### config.mk
export PLATFORM = sky130hd
export DESIGN_NAME = lcdc_regs
export DESIGN_NICKNAME = d
export VERILOG_FILES = /design/src/lcdc_pkg.sv /design/src/lcdc_sync3.sv /design/src/lcdc_irq.sv /design/src/lcdc_regs.sv
export SDC_FILE = /design/constraint.sdc
export NUM_CORES = 1
export LEC_CHECK = 0
export BUFFER_PORTS_ARGS = -buffer_cell sky130_fd_sc_hd__buf_2
export CAP_MARGIN = 5
export CORE_MARGIN = 5
export CORE_UTILIZATION = 30
export DETAILED_ROUTE_END_ITERATION = 12
export HOLD_SLACK_MARGIN = 0.02
export PLACE_DENSITY = 0.71
export SETUP_SLACK_MARGIN = 0.3
export SLEW_MARGIN = 0
export SYNTH_ARGS = -nofsm -noshare
export SYNTH_HDL_FRONTEND = slang
export SYNTH_HIERARCHICAL = 1
export SYNTH_SLANG_ARGS = --single-unit
### constraint.sdc
create_clock -name i_clk -period 2.1 [get_ports i_clk]
set_clock_uncertainty 0.05 [all_clocks]
set_input_delay 0.105 -clock i_clk [delete_from_list [all_inputs] [get_ports i_clk]]
set_output_delay 0.105 -clock i_clk [all_outputs]
set_load 0.005 [all_outputs]
### src/lcdc_pkg.sv
// Constants, types and field layout of the LCD driver control register bank
// Function
// - Segment order bit D7: 1 normal, 0 reversed; resets to 1.
// - Common order bit D6: 1 normal, 0 reversed; resets to 1.
// - Memory area bit D5: 1 fetches area 1, 0 area 0; resets 0.
// - Heavy-load protection bit D4 of regulator control: 1 on; resets off.
// - Regulator source bit D1 of power register selects secondary supply; resets 0.
// - Booster bit D0 of power register: 1 on, 0 off; resets off.
// - Frame interrupt enable D0 of mask register gates requests; resets disabled.
// - Frame event sets flag D0; writing 1 clears it, 0 keeps; resets 0.
package lcdc_pkg;

  ////////////////////////////////////////////////////////////////////////////
  // Bus geometry
  localparam int          ADDR_W   = 18;
  localparam int          DATA_W   = 32;
  localparam int          REG_W    = 8;
  localparam int          IDX_W    = 16;
  localparam int          IRQ_N    = 1;
  localparam logic [1:0]  RESP_OK  = 2'h0;
  localparam logic [1:0]  RESP_ERR = 2'h2;

  ////////////////////////////////////////////////////////////////////////////
  // Register indices; byte address is four times the index
  localparam logic [IDX_W-1:0] IDX_DISPLAY_CONTROL = 16'h50a0;
  localparam logic [IDX_W-1:0] IDX_CONTRAST_ADJUST = 16'h50a1;
  localparam logic [IDX_W-1:0] IDX_DUTY_SELECT     = 16'h50a2;
  localparam logic [IDX_W-1:0] IDX_REGULATOR_CTRL  = 16'h50a3;
  localparam logic [IDX_W-1:0] IDX_POWER_BOOSTER   = 16'h50a4;
  localparam logic [IDX_W-1:0] IDX_INTERRUPT_MASK  = 16'h50a5;
  localparam logic [IDX_W-1:0] IDX_INTERRUPT_FLAG  = 16'h50a6;
  localparam logic [IDX_W-1:0] IDX_INTERRUPT_CLEAR = 16'h50a7;

  ////////////////////////////////////////////////////////////////////////////
  // Field positions
  localparam int DCTL_SEG_BIT   = 7;
  localparam int DCTL_COM_BIT   = 6;
  localparam int DCTL_AREA_BIT  = 5;
  localparam int DCTL_REV_BIT   = 4;
  localparam int DCTL_MODE_LSB  = 0;
  localparam int CADJ_LVL_LSB   = 0;
  localparam int CCTL_DUTY_LSB  = 0;
  localparam int VREG_HVLD_BIT  = 4;
  localparam int PWR_REGULATOR_SOURCE_SELECT_BIT  = 1;
  localparam int PWR_BOOSTER_ON_BIT   = 0;
  localparam int IRQ_FRAME_BIT  = 0;

  ////////////////////////////////////////////////////////////////////////////
  // Reset values
  localparam logic [REG_W-1:0] RST_DISPLAY_CONTROL = 8'hd0;
  localparam logic [REG_W-1:0] RST_CONTRAST_ADJUST = 8'h00;
  localparam logic [REG_W-1:0] RST_DUTY_SELECT     = 8'h02;
  localparam logic [REG_W-1:0] RST_REGULATOR_CTRL  = 8'h00;
  localparam logic [REG_W-1:0] RST_POWER_BOOSTER   = 8'h00;
  localparam logic [REG_W-1:0] RST_INTERRUPT_MASK  = 8'h00;
  localparam logic [REG_W-1:0] RST_INTERRUPT_FLAG  = 8'h00;

  ////////////////////////////////////////////////////////////////////////////
  // Implemented bits per register; the rest are reserved
  localparam logic [REG_W-1:0] MSK_DISPLAY_CONTROL = 8'hf3;
  localparam logic [REG_W-1:0] MSK_CONTRAST_ADJUST = 8'h0f;
  localparam logic [REG_W-1:0] MSK_DUTY_SELECT     = 8'h03;
  localparam logic [REG_W-1:0] MSK_REGULATOR_CTRL  = 8'h10;
  localparam logic [REG_W-1:0] MSK_POWER_BOOSTER   = 8'h03;
  localparam logic [REG_W-1:0] MSK_INTERRUPT       = 8'h01;

  ////////////////////////////////////////////////////////////////////////////
  // Modes
  typedef enum logic [1:0] {
    LCDC_DISP_OFF,
    LCDC_DISP_NORMAL,
    LCDC_DISP_ALL_ON,
    LCDC_DISP_ALL_OFF
  } lcdc_dmode_e;

  typedef enum logic [1:0] {
    LCDC_DUTY_RSVD0,
    LCDC_DUTY_1_16,
    LCDC_DUTY_1_32,
    LCDC_DUTY_RSVD3
  } lcdc_duty_e;

  // Settings handed to the segment/common drive logic
  typedef struct packed {
    logic        segment_order_normal;
    logic        common_order_normal;
    logic        memory_area_select;
    logic        reverse_display_normal;
    lcdc_dmode_e display_mode;
    logic [3:0]  contrast_level;
    lcdc_duty_e  duty_select;
    logic        heavy_load_protect;
    logic        regulator_source_select;
    logic        booster_on;
  } lcdc_ctrl_s;

endpackage

### src/lcdc_sync3.sv
// Three-stage synchroniser with agreement filter and edge pulse
`timescale 1ns/100ps
module lcdc_sync3
  import lcdc_pkg::*;
(
  input  wire logic i_clk,
  input  wire logic i_rst,
  input  wire logic i_async,
  output logic      o_level,
  output logic      o_rise
);

  logic [2:0] sh_q;
  logic [2:0] sh_d;
  logic       lvl_q;
  logic       lvl_d;
  logic       rise_q;
  logic       rise_d;

  // Stage one only feeds stage two; the level moves once two and three agree
  always_comb begin
    sh_d   = {sh_q[1:0], i_async};
    lvl_d  = (sh_q[1] == sh_q[2]) ? sh_q[2] : lvl_q;
    rise_d = lvl_d & ~lvl_q;
  end

  always_ff @(posedge i_clk) begin
    if (i_rst) begin
      sh_q   <= 3'h0;
      lvl_q  <= 1'b0;
      rise_q <= 1'b0;
    end else begin
      sh_q   <= sh_d;
      lvl_q  <= lvl_d;
      rise_q <= rise_d;
    end
  end

  assign o_level = lvl_q;
  assign o_rise  = rise_q;

endmodule

### src/lcdc_irq.sv
// Sticky interrupt status bits, enable gating and the level request
`timescale 1ns/100ps
module lcdc_irq
  import lcdc_pkg::*;
(
  input  wire logic             i_clk,
  input  wire logic             i_rst,
  input  wire logic [IRQ_N-1:0] i_set,
  input  wire logic [IRQ_N-1:0] i_clr,
  input  wire logic [IRQ_N-1:0] i_en,
  output logic      [IRQ_N-1:0] o_status,
  output logic                  o_irq
);

  logic [IRQ_N-1:0] stat_q;
  logic [IRQ_N-1:0] stat_d;
  logic             irq_q;
  logic             irq_d;

  // Set beats clear, so an event in the clearing cycle survives
  for (genvar g = 0; g < IRQ_N; g++) begin : g_bit
    assign stat_d[g] = i_set[g] | (stat_q[g] & ~i_clr[g]);
  end

  // Request from next state so it lines up with the flag it reports
  always_comb begin
    irq_d = |(stat_d & i_en);
  end

  always_ff @(posedge i_clk) begin
    if (i_rst) begin
      stat_q <= '0;
      irq_q  <= 1'b0;
    end else begin
      stat_q <= stat_d;
      irq_q  <= irq_d;
    end
  end

  assign o_status = stat_q;
  assign o_irq    = irq_q;

endmodule

### src/lcdc_regs.sv
// LCD driver control register bank on an Avalon-MM slave port
//
// Chosen here: the Avalon-MM slave port.
`timescale 1ns/100ps
module lcdc_regs
  import lcdc_pkg::*;
(
  input  wire logic              i_clk,
  input  wire logic              i_rst,
  input  wire logic [ADDR_W-1:0] i_avs_address,
  input  wire logic              i_avs_read,
  input  wire logic              i_avs_write,
  input  wire logic [DATA_W-1:0] i_avs_writedata,
  input  wire logic [3:0]        i_avs_byteenable,
  input  wire logic              i_frame_sig,
  output logic      [DATA_W-1:0] o_avs_readdata,
  output logic                   o_avs_waitrequest,
  output logic      [1:0]        o_avs_response,
  output lcdc_ctrl_s             o_ctrl,
  output logic                   o_irq
);

  ////////////////////////////////////////////////////////////////////////////
  // Declarations

  // Bus handshake state
  logic              wait_q;
  logic              wait_d;
  logic [DATA_W-1:0] rdata_q;
  logic [DATA_W-1:0] rdata_d;
  logic [1:0]        resp_q;
  logic [1:0]        resp_d;

  // Storage registers, reserved bits held at zero
  logic [REG_W-1:0]  dctl_q;
  logic [REG_W-1:0]  dctl_d;
  logic [REG_W-1:0]  cadj_q;
  logic [REG_W-1:0]  cadj_d;
  logic [REG_W-1:0]  cctl_q;
  logic [REG_W-1:0]  cctl_d;
  logic [REG_W-1:0]  vreg_q;
  logic [REG_W-1:0]  vreg_d;
  logic [REG_W-1:0]  pwr_q;
  logic [REG_W-1:0]  pwr_d;
  logic [REG_W-1:0]  imsk_q;
  logic [REG_W-1:0]  imsk_d;

  // Decode results
  // The index drops the two lane bits of the byte address
  logic [IDX_W-1:0]  idx;
  logic              req;
  logic              take;
  logic              capture;
  logic              lane0;
  logic [REG_W-1:0]  wbyte;
  logic              hit_dctl;
  logic              hit_cadj;
  logic              hit_cctl;
  logic              hit_vreg;
  logic              hit_pwr;
  logic              hit_imsk;
  logic              hit_iflg;
  logic              hit_iclr;
  logic              hit_any;

  // Write strobes, one per register
  logic              wr_dctl;
  logic              wr_cadj;
  logic              wr_cctl;
  logic              wr_vreg;
  logic              wr_pwr;
  logic              wr_imsk;
  logic              wr_iflg;
  logic              wr_iclr;

  // Event and interrupt wiring
  // Vectors are IRQ_N wide so further events can join later
  logic              frame_rise;
  logic [IRQ_N-1:0]  evt_set;
  logic [IRQ_N-1:0]  evt_clr;
  logic [IRQ_N-1:0]  evt_en;
  logic [IRQ_N-1:0]  evt_stat;
  logic [REG_W-1:0]  rd_byte;

  ////////////////////////////////////////////////////////////////////////////
  // Address decode
  // Index compare only; no wildcard or mirrored regions

  // Word index from the byte address; low two bits are lane bits
  assign idx = i_avs_address[ADDR_W-1:2];

  // One-hot register hits; unmapped indices hit nothing
  always_comb begin
    hit_dctl = 1'b0;
    hit_cadj = 1'b0;
    hit_cctl = 1'b0;
    hit_vreg = 1'b0;
    hit_pwr  = 1'b0;
    hit_imsk = 1'b0;
    hit_iflg = 1'b0;
    hit_iclr = 1'b0;
    if (idx == IDX_DISPLAY_CONTROL) begin
      hit_dctl = 1'b1;
    end else if (idx == IDX_CONTRAST_ADJUST) begin
      hit_cadj = 1'b1;
    end else if (idx == IDX_DUTY_SELECT) begin
      hit_cctl = 1'b1;
    end else if (idx == IDX_REGULATOR_CTRL) begin
      hit_vreg = 1'b1;
    end else if (idx == IDX_POWER_BOOSTER) begin
      hit_pwr = 1'b1;
    end else if (idx == IDX_INTERRUPT_MASK) begin
      hit_imsk = 1'b1;
    end else if (idx == IDX_INTERRUPT_FLAG) begin
      hit_iflg = 1'b1;
    end else if (idx == IDX_INTERRUPT_CLEAR) begin
      hit_iclr = 1'b1;
    end
    hit_any = hit_dctl | hit_cadj | hit_cctl | hit_vreg
            | hit_pwr | hit_imsk | hit_iflg | hit_iclr;
  end

  ////////////////////////////////////////////////////////////////////////////
  // Avalon handshake
  // One wait state for every access, read or write alike

  // Fixed two-edge answer: first edge captures, second edge completes.
  // Waitrequest comes from a flop, which costs one cycle per access
  // but keeps the bus output free of decode glitches.
  // A master that drops its request early finds waitrequest high again;
  // nothing is written, since take needs the request still up.
  always_comb begin
    req     = i_avs_read | i_avs_write;
    capture = req & wait_q;
    take    = req & ~wait_q;
    wait_d  = ~capture;
    lane0   = i_avs_byteenable[0];
    wbyte   = i_avs_writedata[REG_W-1:0];
  end

  // Write strobes fire only at the completing edge and with lane 0 on
  // Lanes 1 to 3 carry nothing; a write without lane 0 still completes
  // on the bus but leaves every register untouched
  always_comb begin
    wr_dctl = take & i_avs_write & lane0 & hit_dctl;
    wr_cadj = take & i_avs_write & lane0 & hit_cadj;
    wr_cctl = take & i_avs_write & lane0 & hit_cctl;
    wr_vreg = take & i_avs_write & lane0 & hit_vreg;
    wr_pwr  = take & i_avs_write & lane0 & hit_pwr;
    wr_imsk = take & i_avs_write & lane0 & hit_imsk;
    wr_iflg = take & i_avs_write & lane0 & hit_iflg;
    wr_iclr = take & i_avs_write & lane0 & hit_iclr;
  end

  ////////////////////////////////////////////////////////////////////////////
  // Register next values
  // Each register has its own next-value process; writes never merge

  // Display control: order, area, reverse and mode fields
  always_comb begin
    dctl_d = dctl_q;
    if (wr_dctl) begin
      dctl_d = wbyte & MSK_DISPLAY_CONTROL;
    end
  end

  // Contrast level, sixteen steps light to dark
  always_comb begin
    cadj_d = cadj_q;
    if (wr_cadj) begin
      cadj_d = wbyte & MSK_CONTRAST_ADJUST;
    end
  end

  // Duty; reserved codes are stored as written, drive logic must cope
  always_comb begin
    cctl_d = cctl_q;
    if (wr_cctl) begin
      cctl_d = wbyte & MSK_DUTY_SELECT;
    end
  end

  // Regulator control: heavy-load protection only
  always_comb begin
    vreg_d = vreg_q;
    if (wr_vreg) begin
      vreg_d = wbyte & MSK_REGULATOR_CTRL;
    end
  end

  // Power: regulator source and booster switch
  always_comb begin
    pwr_d = pwr_q;
    if (wr_pwr) begin
      pwr_d = wbyte & MSK_POWER_BOOSTER;
    end
  end

  // Interrupt enable
  always_comb begin
    imsk_d = imsk_q;
    if (wr_imsk) begin
      imsk_d = wbyte & MSK_INTERRUPT;
    end
  end

  // Storage, all values defined from reset
  // Reserved bits are masked on the way in, so reset and storage agree
  // and the read path needs no second mask
  always_ff @(posedge i_clk) begin
    if (i_rst) begin
      dctl_q <= RST_DISPLAY_CONTROL;
      cadj_q <= RST_CONTRAST_ADJUST;
      cctl_q <= RST_DUTY_SELECT;
      vreg_q <= RST_REGULATOR_CTRL;
      pwr_q  <= RST_POWER_BOOSTER;
      imsk_q <= RST_INTERRUPT_MASK;
    end else begin
      dctl_q <= dctl_d;
      cadj_q <= cadj_d;
      cctl_q <= cctl_d;
      vreg_q <= vreg_d;
      pwr_q  <= pwr_d;
      imsk_q <= imsk_d;
    end
  end

  ////////////////////////////////////////////////////////////////////////////
  // Frame event and interrupt
  // Event enters here, status leaves through the read path

  // Frame signal comes from the slower LCD clock, so it is synchronised
  // The filter adds about four cycles per event, harmless against a frame
  // period; the level output is unused, only the rising edge is an event
  // A pulse shorter than two clock cycles may be missed entirely
  lcdc_sync3 u_frame_sync (
    .i_clk   (i_clk),
    .i_rst   (i_rst),
    .i_async (i_frame_sig),
    .o_level (),
    .o_rise  (frame_rise)
  );

  // Write one clears, via the flag register or the clear register
  // Software may use either address; the flag register stays readable
  // and writing zero to it changes nothing
  always_comb begin
    evt_set = '0;
    evt_clr = '0;
    evt_en  = imsk_q[IRQ_N-1:0];
    evt_set[IRQ_FRAME_BIT] = frame_rise;
    if (wr_iflg | wr_iclr) begin
      evt_clr = wbyte[IRQ_N-1:0] & MSK_INTERRUPT[IRQ_N-1:0];
    end
  end

  // Sticky flag and level request live in their own small module
  lcdc_irq u_irq (
    .i_clk    (i_clk),
    .i_rst    (i_rst),
    .i_set    (evt_set),
    .i_clr    (evt_clr),
    .i_en     (evt_en),
    .o_status (evt_stat),
    .o_irq    (o_irq)
  );

  ////////////////////////////////////////////////////////////////////////////
  // Read path
  // Read data comes from the same flops that drive the outputs

  // Byte selected for reading; clear register and unmapped read zero
  // Falling through to zero keeps stale storage off the bus
  // for any place that has nothing to report
  always_comb begin
    rd_byte = 8'h00;
    if (hit_dctl) begin
      rd_byte = dctl_q;
    end else if (hit_cadj) begin
      rd_byte = cadj_q;
    end else if (hit_cctl) begin
      rd_byte = cctl_q;
    end else if (hit_vreg) begin
      rd_byte = vreg_q;
    end else if (hit_pwr) begin
      rd_byte = pwr_q;
    end else if (hit_imsk) begin
      rd_byte = imsk_q;
    end else if (hit_iflg) begin
      rd_byte[IRQ_N-1:0] = evt_stat;
    end
  end

  // Data and response latched at the capturing edge, held until the next
  // access; unmapped addresses answer with a slave error
  // A write returns zero data so readdata never echoes a value
  // the master did not ask for
  always_comb begin
    rdata_d = rdata_q;
    resp_d  = resp_q;
    if (capture) begin
      rdata_d = {{(DATA_W-REG_W){1'b0}}, rd_byte};
      resp_d  = hit_any ? RESP_OK : RESP_ERR;
      if (i_avs_write) begin
        rdata_d = '0;
      end
    end
  end

  // Handshake and answer registers
  always_ff @(posedge i_clk) begin
    if (i_rst) begin
      wait_q  <= 1'b1;
      rdata_q <= '0;
      resp_q  <= RESP_OK;
    end else begin
      wait_q  <= wait_d;
      rdata_q <= rdata_d;
      resp_q  <= resp_d;
    end
  end

  ////////////////////////////////////////////////////////////////////////////
  // Outputs
  // Every output below is a flop or a bundle of flops

  // Bus answer straight from flops
  // Readdata and response keep their last value between accesses
  assign o_avs_readdata    = rdata_q;
  assign o_avs_waitrequest = wait_q;
  assign o_avs_response    = resp_q;

  // Drive settings straight from the storage flops
  // Reserved duty codes pass through unchanged; the drive logic decides
  // what they mean
  always_comb begin
    o_ctrl.segment_order_normal    = dctl_q[DCTL_SEG_BIT];
    o_ctrl.common_order_normal     = dctl_q[DCTL_COM_BIT];
    o_ctrl.memory_area_select      = dctl_q[DCTL_AREA_BIT];
    o_ctrl.reverse_display_normal  = dctl_q[DCTL_REV_BIT];
    o_ctrl.display_mode            =
      lcdc_dmode_e'(dctl_q[DCTL_MODE_LSB +: 2]);
    o_ctrl.contrast_level          = cadj_q[CADJ_LVL_LSB +: 4];
    o_ctrl.duty_select             =
      lcdc_duty_e'(cctl_q[CCTL_DUTY_LSB +: 2]);
    o_ctrl.heavy_load_protect      = vreg_q[VREG_HVLD_BIT];
    o_ctrl.regulator_source_select = pwr_q[PWR_REGULATOR_SOURCE_SELECT_BIT];
    o_ctrl.booster_on              = pwr_q[PWR_BOOSTER_ON_BIT];
  end

endmodule

Word-level counts from Yosys, hierarchy flattened. Index checks and enable logic that the tools add are counted.

Bits in registers: 58. Latch bits: 0. RAM bits: 0. Memory bits (read-only): 0. Input port bits: 59. Output and inout bits: 51. Word-level logic and storage cells: 99. Memories kept: 0.

$add $sub $neg: 0. $mul: 0. Div/mod/pow operators: 0. $lt $le $gt $ge: 0. Equality and inequality tests: 9. Shift operators: 0. Muxes and demuxes: 47. Bitwise logic cells: 29. Reduce and logical (&&, ||, !) cells: 0.

Operator list (number): == test 16 x 15 -> 1 bit, second input constant (8); 2-to-1 mux 1 bit (40); 2-to-1 mux 8 bit (2); AND 1 bit (15); 2-to-1 mux 5 bit (3); bitwise OR 1 bit (10); 2-to-1 mux 2 bit (2); inverter 1 bit (4); == test 1 bit (1).

Logic depth before layout (Yosys ltp). Gate-level depths: netlist of the first run.

Depth in word-level cells: 16. Mapped depth: 7. Gate-level depth less buffers: 5.

Modules after synthesis. Netlist of the first run, hierarchy kept.

By module, submodules not included: lcdc_regs (instances 1, cells each 182, area each 1443.9 µm², seq. area each 520.5 µm²); lcdc_sync3 (instances 1, cells each 12, area each 148.9 µm², seq. area each 100.1 µm²); lcdc_irq (instances 1, cells each 7, area each 73.8 µm², seq. area each 40.0 µm²).

Worst setup path before layout of the first run. Ideal clock, no wire load.

Path type: input port to flip-flop. Start: in i_avs_address[5]. End: reg imsk_q[0]. Data arrival time: 1.755 ns. Setup slack: 0.225 ns. Cell stages on the path: 5. Buffers on the path: 1. Cells stage by stage: or4b_4 > or3_1 > buf_2 > or4_1 > a21oi_1.

Cells in the longest elaborated chain, start to end: 8. Elaborated cells between the ends (all ways): 13. Those cells by class: 6 x eq/ne; 6 x mux; 1 x bitwise.

RTL lines: start: declaration (line lcdc_regs.sv:10) `input wire logic [ADDR_W-1:0] i_avs_address,`; == test 16 x 15 -> 1 bit (line lcdc_regs.sv:112) `end else if (idx == IDX_INTERRUPT_MASK) begin`; 2-to-1 mux 1 bit (line lcdc_regs.sv:112); 2-to-1 mux 1 bit (line lcdc_regs.sv:110) `end else if (idx == IDX_POWER_BOOSTER) begin`; 2-to-1 mux 1 bit (line lcdc_regs.sv:108) `end else if (idx == IDX_REGULATOR_CTRL) begin`; 2-to-1 mux 1 bit (line lcdc_regs.sv:106) `end else if (idx == IDX_DUTY_SELECT) begin`; 2-to-1 mux 1 bit (line lcdc_regs.sv:104) `end else if (idx == IDX_CONTRAST_ADJUST) begin`; 2-to-1 mux 1 bit (*) (line lcdc_regs.sv:102) `if (idx == IDX_DISPLAY_CONTROL) begin`; AND 1 bit (*) (line lcdc_regs.sv:150) `wr_imsk = take & i_avs_write & lane0 & hit_imsk;`; end signal: assignment (line lcdc_regs.sv:224) `imsk_q <= imsk_d;`; end: declaration (line lcdc_regs.sv:45) `logic [REG_W-1:0] imsk_q;`.

Every way passes the cells marked *; elsewhere a longest branch is shown, timed or not. A chain may end at the register's enable or synchronous reset.

Worst setup path in the final report of the first run.
Start: in i_avs_address[10]. End: reg imsk_q[0].

The elaborated chain is that of the path after synthesis.

==> reports/metrics.cfg, run 1 <==
[run_status]
status = finished, final reports clean

[setup_path]
cp.buffers_inverters = 1
cp-start-kind = input pin
path_max_fanout = 10
end_kind = flop
crit_path_max_incr_delay_ns = 0.54
cp.required_ns = 2.26
worst-setup-path-type = in2reg
worstPathArrival_ns = 1.85
cpMaxStageDelayCell = or4b_4
cpLargestDelayFamily = simple AND/OR/NAND/NOR gates
crit_chain = buf_2, or4b_4, or3_4, or4_1, a21oi_1

[final_layout]
final-seq-area_sq_um = 661
antenna_cells = 0
fill_cells = 581
multi_input_area_sq_um = 865
stdcell_area_sq_um = 2080
final_common_cell = buf_2
drive_above_1_share = 0.308
synthToLayoutAreaGrowth_pct = 25.1
final_cell_mix = buf_2 (55), dfxtp_1 (33), conb_1 (25)
final_nets = 321

[die]
start_util = 0.306
fp.dieArea_sq_um = 7150
core_sq_um = 5440
fp-row-count = 27
die_h_um = 84.5
io_pins = 110
die_x_um = 84.5

[pwr]
p_switching_mw = 0.294
p_leak_nw = 0.880
power.density_nw_per_um2 = 608
power_mw = 1.27
internal_power_mw = 0.972
p_comb_frac = 0.091
seqPwrFrac = 0.501
pwr-share-clk = 0.408
switching_share = 0.233
irDropWorstVdd_uv = 488

[placement]
hpwlAfterDp_um = 3420
portBuffers = 55
dpl_cell_area_sq_um = 1970
dpl_worst_slack_ns = 0.0447
place.gp.congestion = 0.801

[detailed_routing]
drt_wl_total_um = 4510
drtAntennaViolNets = 0
met3_wirelength_um = 316
viasPerCell = 4.88
firstDrtPassIters = 4
vias = 1635
drc = 0
wire_per_inst_um = 13.5
drtIter0Drc = 124
wl_met2_um = 2300
drt-met1-wl_um = 1880
dr.max_layer_used = met4

[sta]
relSlewSlack = 0.594
setup_viol = 0
fin_ws_ns = 0.419
fmax_mhz = 595
worstMarginPinSlew_ns = 0.603
min_period_over_period = 0.801
setup-tns-final_ns = 0
hold_viol = 0
rsz0062_at_grt = false
final_max_slew_viol_count = 0
min_period_ns = 1.68

[yosys]
synth_top_area_frac = 0.396
syn-mean-instance-area_sq_um = 8.29
synth_area_leaders = dfxtp_1 (40%), buf_4 (11%), a21oi_1 (6.3%)
ys_warn_count = 6
ys_seq_elements = 33
synth_top_cell_by_area = dfxtp_1
synth.distinct_cells = 39
synth_seq_area_share = 0.396
netlist_instances = 201
syn-cell-area_sq_um = 1670

[global_route]
track_usage = 0.121
overflow = 0
grt_max_degree = 16
first_global_vias = 1469
grt_antenna_before_repair = 0
grt_pass1_wl_um = 7070

[clocking]
cts.sinks = 33
clkTransAtPathRegs_ns = 0.07
postCtsSetupBuffers = 0
cts_root_buf = clkbuf_8
cts_buffers = 5
clockBufferDepth = 2
cts_tree = built
clk_latency_ns = 0.28
htreeDepth = 2

[run]
max_cap_violations = 0

[hold_path]
worstHoldPathType = in2reg

-- logic make-up after synthesis --
group | after synthesis | share of synthesized area
multiplexers | 4 | 0.0248
buffers and inverters | 40 | 0.147
other | 1 | 0.00225
AO/OA/AOI/OAI | 52 | 0.173
AND/OR/NAND/NOR | 71 | 0.257
flip-flops | 33 | 0.396
-- path summary, 6_finish.rpt --
path,startpoint,to,slack [ns],cells after the start
worst max register to register,o_avs_waitrequest$_SDFF_PP1_,cadj_q[3]$_SDFFE_PP0P_,0.53,5
worst max-delay path,i_avs_address[10],imsk_q[0]$_SDFFE_PP0P_,0.42,5
worst min-delay path,i_avs_writedata[2],cadj_q[2]$_SDFFE_PP0P_,0.04,3
worst min register to register,u_frame_sync/sh_q[0]$_SDFF_PP0_,u_frame_sync/sh_q[1]$_SDFF_PP0_,0.39,1
-- worst min-delay path, cell delays in order --
cell and delay, ns:
buf_2 0.10, nand4_1 0.06, a21oi_1 0.06
-- routing by layer --
metal	vias up	track usage
li1	798	-
met5	-	0
met2	76	0.207
met1	757	0.149
met3	4	0.0324
met4	0	0.0374
-- power groups by stage --
stage,Clock (mW),Combinational [mW],Sequential [mW]
4_1_cts,0.532,0.113,0.635
3_5_place_dp,0,0.111,0.649
6_report,0.517,0.115,0.635
2_1_floorplan,0,0.0913,0.649
3_3_place_gp,0,0.110,0.649
5_1_grt,0.558,0.128,0.635
-- metrics by stage --
step,hold WS (ns),cells,util
3_5_place_dp,0.275,326,0.362
3_3_place_gp,0.274,326,0.362
5_1_grt,0.0438,335,0.383
4_1_cts,0.0252,335,0.382
2_1_floorplan,0.122,225,-
6_report,0.0356,335,0.383
-- state kept, by name, summed over array words and instances, names as in the netlist --
register and count:
u_irq/o_irq 1, o_avs_waitrequest 1, o_avs_response 1, vreg_q 1
u_frame_sync/o_level 1, cadj_q 4, imsk_q 1, u_frame_sync/sh_q 3
u_irq/o_status 1, o_avs_readdata 8, pwr_q 2, u_frame_sync/o_rise 1
cctl_q 2, dctl_q 6
-- final cells by class --
type / count / share of cell area
multi-input combinational: 152 / 0.415
inverter: 6 / 0.0108
clock buffer: 7 / 0.0462
timing repair buffer: 64 / 0.166
tap: 72 / 0.0432
sequential: 33 / 0.317
clock inverter: 1 / 0.00240
-- cell usage after synthesis, drive strengths merged --
cell	instances
dfxtp	33
buf	27
a21oi	21
o21ai	20
nand2	14
nand4	13
nand3	8
nor3	8
clkbuf	7
inv	6
nor2	5
a31oi	4
mux2i	3
nand2b	3
nor2b	3
nor3b	3
or3	3
and3b	2
o41ai	2
or4b	2
a211oi	1
a32oi	1
and2	1
and4	1
conb	1
mux2	1
nand3b	1
nor4b	1
o21a	1
o311ai	1
o31ai	1
or2	1
or3b	1
or4	1
-- repair_timing --
action,in CTS,in global routing
hold endpoints to repair,1,0
hold buffers,1,0
endpoints found under the setup margin,0,7
gates resized for setup,0,2
No activity file was read; power rests on OpenSTA's default activity.
==> run 2: changes to the inputs <==
==> constraint.sdc (replaced) <==
create_clock -name i_clk -period 1.76 [get_ports i_clk]
set_clock_uncertainty 0.05 [all_clocks]
set_input_delay 0.088 -clock i_clk [delete_from_list [all_inputs] [get_ports i_clk]]
set_output_delay 0.088 -clock i_clk [all_outputs]
set_load 0.005 [all_outputs]
==> run 2 against run 1 <==
Final area grew 9.8%. Via count grew 2.0%. Hold slack worse by 0.010 ns. Die area unchanged. Critical path depth stayed put. Core utilization is 3.7 points higher. Sequential share of layout area is 2.8 points lower. Clock power grew 7.9%. Largest cell class unchanged.
==> reports/metrics.cfg, run 2 (synthesized netlist as in run 1, its figures left out) <==
[run_status]
status = finished, final reports clean  ; unchanged

[pwr]
switching_share = 0.258  ; was 0.233
p_leak_nw = 0.967  ; was 0.880 nW
pwr-share-clk = 0.380  ; was 0.408
seqPwrFrac = 0.516  ; was 0.501
power.density_nw_per_um2 = 642  ; was 608 nW/um^2
power_mw = 1.47  ; was 1.27 mW
irDropWorstVdd_uv = 317  ; was 488 uV
internal_power_mw = 1.09  ; was 0.972 mW
p_switching_mw = 0.379  ; was 0.294 mW
p_comb_frac = 0.105  ; was 0.091

[clocking]
cts_root_buf = clkbuf_8  ; unchanged
cts.sinks = 33  ; unchanged
cts_buffers = 5  ; unchanged
clockBufferDepth = 2  ; unchanged
htreeDepth = 2  ; unchanged
clk_latency_ns = 0.29  ; was 0.28 ns
clkTransAtPathRegs_ns = 0.07  ; about the same
cts_tree = built  ; unchanged

[setup_path]
path_max_fanout = 3  ; was 10
worstPathArrival_ns = 1.79  ; was 1.85 ns
worst-setup-path-type = in2reg  ; unchanged
cp-start-kind = input pin  ; unchanged
cp.required_ns = 1.93  ; was 2.26 ns
end_kind = flop  ; unchanged

[die]
start_util = 0.306  ; unchanged
core_sq_um = 5440  ; unchanged
fp-row-count = 27  ; unchanged
die_h_um = 84.5  ; unchanged
io_pins = 110  ; unchanged
die_x_um = 84.5  ; unchanged
fp.dieArea_sq_um = 7150  ; unchanged

[detailed_routing]
viasPerCell = 4.81  ; was 4.88
wire_per_inst_um = 14.0  ; was 13.5 um
drtIter0Drc = 127  ; was 124
drc = 0  ; unchanged
firstDrtPassIters = 4  ; unchanged
drtAntennaViolNets = 0  ; unchanged
vias = 1668  ; was 1635
drt_wl_total_um = 4860  ; was 4510 um

[final_layout]
drive_above_1_share = 0.382  ; was 0.308
largest_reg_flops = 8  ; unchanged
synthToLayoutAreaGrowth_pct = 37.3  ; was 25.1%
final_nets = 333  ; was 321
final_common_cell = buf_2  ; unchanged
fin_cells = 347  ; was 335
final_cell_mix = buf_2 (53), dfxtp_1 (32), conb_1 (25)  ; was buf_2 (55), dfxtp_1 (33), conb_1 (25)
antenna_cells = 0  ; unchanged

[sta]
relSlewSlack = 0.645  ; was 0.594
worstMarginPinSlew_ns = 0.527  ; was 0.603 ns
setup_viol = 0  ; unchanged
fmax_mhz = 619
rsz0062_at_grt = true  ; was false
min_period_over_period = 0.918
min_period_ns = 1.61
hold_viol = 0  ; unchanged
final_max_slew_viol_count = 0  ; unchanged

[global_route]
grt_pass1_wl_um = 7750  ; was 7070 um
track_usage = 0.134  ; was 0.121
grt_antenna_before_repair = 0  ; unchanged
first_global_vias = 1567  ; was 1469
grt_max_degree = 17  ; was 16
overflow = 0  ; unchanged

[hold_path]
worstHoldPathType = in2reg  ; unchanged

[run]
max_cap_violations = 0  ; unchanged

[placement]
post-place-cells = 330  ; was 326
place.gp.congestion = 0.798  ; was 0.801
hpwlAfterDp_um = 3520  ; was 3420 um
portBuffers = 55  ; unchanged

## run 2: power groups by stage
stage	Sequential, mW	Combinational [mW]	Clock (mW)
after floorplan	0.774	0.109	0
after global placement	0.774	0.134	0
after detailed placement	0.774	0.135	0
after CTS	0.757	0.146	0.578
after global routing	0.758	0.173	0.609
final	0.757	0.154	0.558
## run 2: layout make-up
class | instances | area (sq um)
Clock buffer | 5 | 68.8
Tap cell | 72 | 90.1
Multi-Input combinational cell | 152 | 947
Inverter | 6 | 22.5
Fill cell | 548 | 3150
Sequential cell | 33 | 662
Clock inverter | 3 | 17.5
Timing Repair Buffer | 76 | 480
## run 2: final timing paths
check                                 startpoint                             end  slack, ns  cells past startpoint
setup / recovery               i_avs_address[10]          imsk_q[0]$_SDFFE_PP0P_       0.15                      5
hold / removal                i_avs_writedata[7]          dctl_q[7]$_SDFFE_PP1P_       0.03                      3
setup reg to reg    o_avs_waitrequest$_SDFF_PP1_          dctl_q[6]$_SDFFE_PP1P_       0.24                      4
hold reg to reg   o_avs_readdata[1]$_SDFFE_PP0P_  o_avs_readdata[1]$_SDFFE_PP0P_       0.40                      2
## run 2: stage by stage
step                utilization  setup TNS (ns)  hold WS [ns]  area (sq um)  worst slack, ns
floorplan                     -          -0.158         0.105          1780          -0.0813
global placement          0.367           -1.04         0.251          2000           -0.127
detailed placement        0.367           -1.41         0.268          2000           -0.180
CTS                       0.404               0        0.0229          2200            0.188
global route              0.421               0        0.0252          2290            0.120
finish                    0.421               0        0.0253          2290            0.145
## run 2: metal layers
layer / wire, um / vias to the layer above / global-route usage
met4: 87 / 0 / 0.0604
met5: 0 / - / 0
met1: 2060 / 780 / 0.172
met3: 270 / 8 / 0.0265
li1: - / 821 / -
met2: 2440 / 59 / 0.218
## run 2: timing repair
item	in CTS	in global routing
gates resized for setup	9	23
endpoints found under the hold margin	5	0
setup endpoints to repair	15	25
hold buffers	5	0
buffers inserted	3	1
pin swaps	10	18
## run 2: worst max-delay path: stages
cell	delay (ns)
buf_6	0.09
or4b_4	0.53
or3_4	0.41
or4_4	0.52
a21oi_2	0.14
==> run 3: changes to the inputs <==
--- a/config.mk
+++ b/config.mk
@@ -5,13 +5,15 @@
 export SDC_FILE = /design/constraint.sdc
 export NUM_CORES = 1
 export LEC_CHECK = 0
+export ABC_AREA = 1
 export BUFFER_PORTS_ARGS = -buffer_cell sky130_fd_sc_hd__buf_2
 export CAP_MARGIN = 5
 export CORE_MARGIN = 5
 export CORE_UTILIZATION = 30
 export DETAILED_ROUTE_END_ITERATION = 12
+export GPL_TIMING_DRIVEN = 0
 export HOLD_SLACK_MARGIN = 0.02
-export PLACE_DENSITY = 0.71
+export PLACE_DENSITY = 0.69
 export SETUP_SLACK_MARGIN = 0.3
 export SLEW_MARGIN = 0
 export SYNTH_ARGS = -nofsm -noshare
==> run 3 against run 2 <==
Worst setup slack gained 0.30 ns. Die area grew 8.5%. Clock-buffer cell count grew 2. Fmax grew 23%. Hold slack gained 0.040 ns. Combinational power grew 30%. Sequential cell count is the same. Sequential share of layout area shrank 2.4 points. Largest power group unchanged.
==> reports/metrics.cfg, run 3 <==
[yosys]
ys_seq_elements = 33  ; unchanged
netlist_instances = 262  ; was 201
synth_xor_xnor_area_share = 0  ; unchanged
synth_top_family_by_area = simple AND/OR/NAND/NOR gates  ; unchanged
synth.distinct_cells = 27  ; was 39
synth.most_common_cell = nand2_1  ; was dfxtp_1
ys_warn_count = 6  ; unchanged
synth_top_area_frac = 0.361  ; was 0.396
synthSimpleGateAreaFrac = 0.361  ; was 0.257
syn-mean-instance-area_sq_um = 6.98  ; was 8.29 sq um
syn-cell-area_sq_um = 1830  ; was 1670 sq um
synth_top_flop_cell = dfxtp_1  ; unchanged
synthTopCellsByCount = nand2_1 (50), dfxtp_1 (33), nor2_1 (32)  ; was dfxtp_1 (33), buf_4 (25), a21oi_1 (21)
synth-edff-count = 0  ; unchanged
muxShareOfSynthArea = 0  ; was 0.0248
synth_area_leaders = dfxtp_1 (36%), buf_4 (10%), nand2_1 (10%)  ; was dfxtp_1 (40%), buf_4 (11%), a21oi_1 (6.3%)
synth_fa_ha_area_frac = 0  ; unchanged
synth_seq_area_share = 0.361  ; was 0.396
synth-compound-area-share = 0.0965  ; was 0.173
synthArstFlopShare = 0  ; unchanged
synth_top_cell_by_area = dfxtp_1  ; unchanged

[clocking]
cts.sinks = 33  ; unchanged
cts_tree = built  ; unchanged
cts_buffers = 5  ; unchanged
clkTransAtPathRegs_ns = 0.07  ; about the same
postCtsSetupBuffers = 0  ; was 3
cts_root_buf = clkbuf_8  ; unchanged
htreeDepth = 2  ; unchanged
clockBufferDepth = 2  ; unchanged
clk_latency_ns = 0.28  ; was 0.29 ns

[setup_path]
cp-start-kind = flop  ; was input pin
worst-setup-path-type = reg2reg  ; was in2reg
cpMaxStageDelayCell = dfxtp_1  ; was or4b_4
crit_path_max_incr_delay_ns = 0.36  ; was 0.53 ns
crit_chain = o21ai_1, or2_0, inv_2, nand2_1, inv_1, nand2_1, a21oi_1  ; was buf_6, or4b_4, or3_4, or4_4, a21oi_2
crit_top_cell = nand2_1
end_kind = flop  ; unchanged
cp.required_ns = 1.92  ; was 1.93 ns
path_max_fanout = 6  ; was 3
worstPathArrival_ns = 1.47  ; was 1.79 ns

[final_layout]
final_cell_mix = buf_2 (55), nand2_1 (50), dfxtp_1 (33)  ; was buf_2 (53), dfxtp_1 (32), conb_1 (25)
fill_cells = 630  ; was 548
largest_reg_flops = 8  ; unchanged
synthToLayoutAreaGrowth_pct = 36.1  ; was 37.3%
final_common_cell = buf_2  ; unchanged
antenna_cells = 0  ; unchanged
final_nets = 414  ; was 333
drive_above_1_share = 0.340  ; was 0.382

[detailed_routing]
viasPerCell = 4.16  ; was 4.81
drt-met1-wl_um = 2050  ; was 2060 um
dr.max_layer_used = met4  ; unchanged
drt_wl_total_um = 4590  ; was 4860 um
drtAntennaViolNets = 0  ; unchanged
wire_per_inst_um = 10.7  ; was 14.0 um
vias = 1792  ; was 1668
wl_met2_um = 2120  ; was 2440 um
met3_wirelength_um = 395  ; was 270 um
drc = 0  ; unchanged
drtIter0Drc = 107  ; was 127
firstDrtPassIters = 4  ; unchanged

[die]
io_pins = 110  ; unchanged
fp.dieArea_sq_um = 7750  ; was 7150 sq um
start_util = 0.309  ; was 0.306
die_h_um = 88.1  ; was 84.5 um
fp-row-count = 28  ; was 27
die_x_um = 88.1  ; was 84.5 um
core_sq_um = 5920  ; was 5440 sq um

[global_route]
first_global_vias = 1717  ; was 1567
grt_pass1_wl_um = 7470  ; was 7750 um
overflow = 0  ; unchanged
grt_antenna_before_repair = 0  ; unchanged
grt_max_degree = 13  ; was 17
track_usage = 0.121  ; was 0.134

[pwr]
p_switching_mw = 0.380  ; was 0.379 mW
switching_share = 0.225  ; was 0.258
pwr-share-clk = 0.433  ; was 0.380
seqPwrFrac = 0.449  ; was 0.516
p_leak_nw = 1.26  ; was 0.967 nW
p_comb_frac = 0.119  ; was 0.105
power.density_nw_per_um2 = 679  ; was 642 nW/um^2
internal_power_mw = 1.31  ; was 1.09 mW
irDropWorstVdd_uv = 399  ; was 317 uV

[placement]
dpl_worst_slack_ns = 0.237  ; was -0.180 ns
place.gp.congestion = 0.862  ; was 0.798
hpwlAfterDp_um = 3770  ; was 3520 um
portBuffers = 55  ; unchanged

[sta]
hold_viol = 0  ; unchanged
setup-tns-final_ns = 0  ; unchanged
rsz0062_at_grt = false  ; was true
final_max_slew_viol_count = 0  ; unchanged
fmax_mhz = 763  ; was 619 MHz
worstMarginPinSlew_ns = 0.503  ; was 0.527 ns
relSlewSlack = 0.665  ; was 0.645
fin_ws_ns = 0.450  ; was 0.145 ns
min_period_over_period = 0.744  ; was 0.918
min_period_ns = 1.31  ; was 1.61 ns
setup_viol = 0  ; unchanged

[run]
max_cap_violations = 0  ; unchanged

[hold_path]
worstHoldPathType = in2reg  ; unchanged

[run_status]
status = finished, final reports clean  ; unchanged

-- run 3: cell types whose count changed in the layout (fill, tap and decap cells not counted), sizes merged, moves of 8 or more --
cell	change
nor2	+42
buf	+9
inv	+28
nand4	-11
nand3	+16
nand2	+42
o21ai	-8
-- run 3: final cells by class --
cell class,instances,area (sq um),area share
clock inverters,1,30.0,0.0121
flip-flops and latches,33,661,0.266
well taps,75,93.8,0.0377
multi-input cells,191,943,0.379
plain buffers,28,200,0.0805
repair buffers,62,345,0.139
inverters,34,128,0.0513
clock buffers,7,86.3,0.0347
-- run 3: per-layer routing --
metal,up-vias,global-route usage
met5,-,0
met4,0,0.0206
met3,4,0.0395
met2,57,0.206
met1,768,0.150
li1,963,-
-- run 3: timing repair --
item / 4_1_cts / 5_1_grt
hold buffers: 7 / 0
hold endpoints to repair: 7 / 0
resized for setup: 2 / 4
setup endpoints to repair: 2 / 7
-- run 3: worst max-delay path: cells and delay by family, from the launching register on --
kind / cells / cell delay (ns)
AO/OA/AOI/OAI: 2 / 0.22
AND/OR/NAND/NOR: 3 / 0.39
buffers and inverters: 2 / 0.22
flip-flops: 1 / 0.36
-- run 3: stage by stage --
step | util | power [mW] | hold WS [ns] | cells | area [sq um]
6_report | 0.420 | 1.69 | 0.0651 | 431 | 2490
3_5_place_dp | 0.386 | 0.957 | 0.250 | 416 | 2290
5_1_grt | 0.420 | 1.76 | 0.0713 | 431 | 2490
2_1_floorplan | - | 0.889 | 0.105 | 286 | 1920
4_1_cts | 0.419 | 1.69 | 0.0607 | 431 | 2480
3_3_place_gp | 0.386 | 0.953 | 0.236 | 416 | 2290
-- run 3: worst paths after layout --
kind,start,to,slack [ns],cells past startpoint
worst max-delay path,o_avs_waitrequest$_SDFF_PP1_,o_avs_readdata[6]$_SDFFE_PP0P_,0.45,7
worst min-delay path,i_avs_writedata[1],dctl_q[1]$_SDFFE_PP0P_,0.07,3
worst max register to register,o_avs_waitrequest$_SDFF_PP1_,o_avs_readdata[6]$_SDFFE_PP0P_,0.45,7
worst min register to register,u_frame_sync/sh_q[0]$_SDFF_PP0_,u_frame_sync/sh_q[1]$_SDFF_PP0_,0.36,2
-- run 3: kinds of logic after synthesis --
logic type | count (synthesis)
AO/OA/AOI/OAI | 33
other | 1
buffers and inverters | 62
flip-flops | 33
AND/OR/NAND/NOR | 133
-- run 3: power by group through the flow --
| stage | Clock, mW | Combinational, mW | Sequential [mW] |
|---|---|---|---|
| 2_1_floorplan | 0 | 0.115 | 0.774 |
| 3_3_place_gp | 0 | 0.180 | 0.774 |
| 3_5_place_dp | 0 | 0.182 | 0.774 |
| 4_1_cts | 0.741 | 0.195 | 0.758 |
| 5_1_grt | 0.779 | 0.223 | 0.758 |
| 6_report | 0.730 | 0.200 | 0.758 |
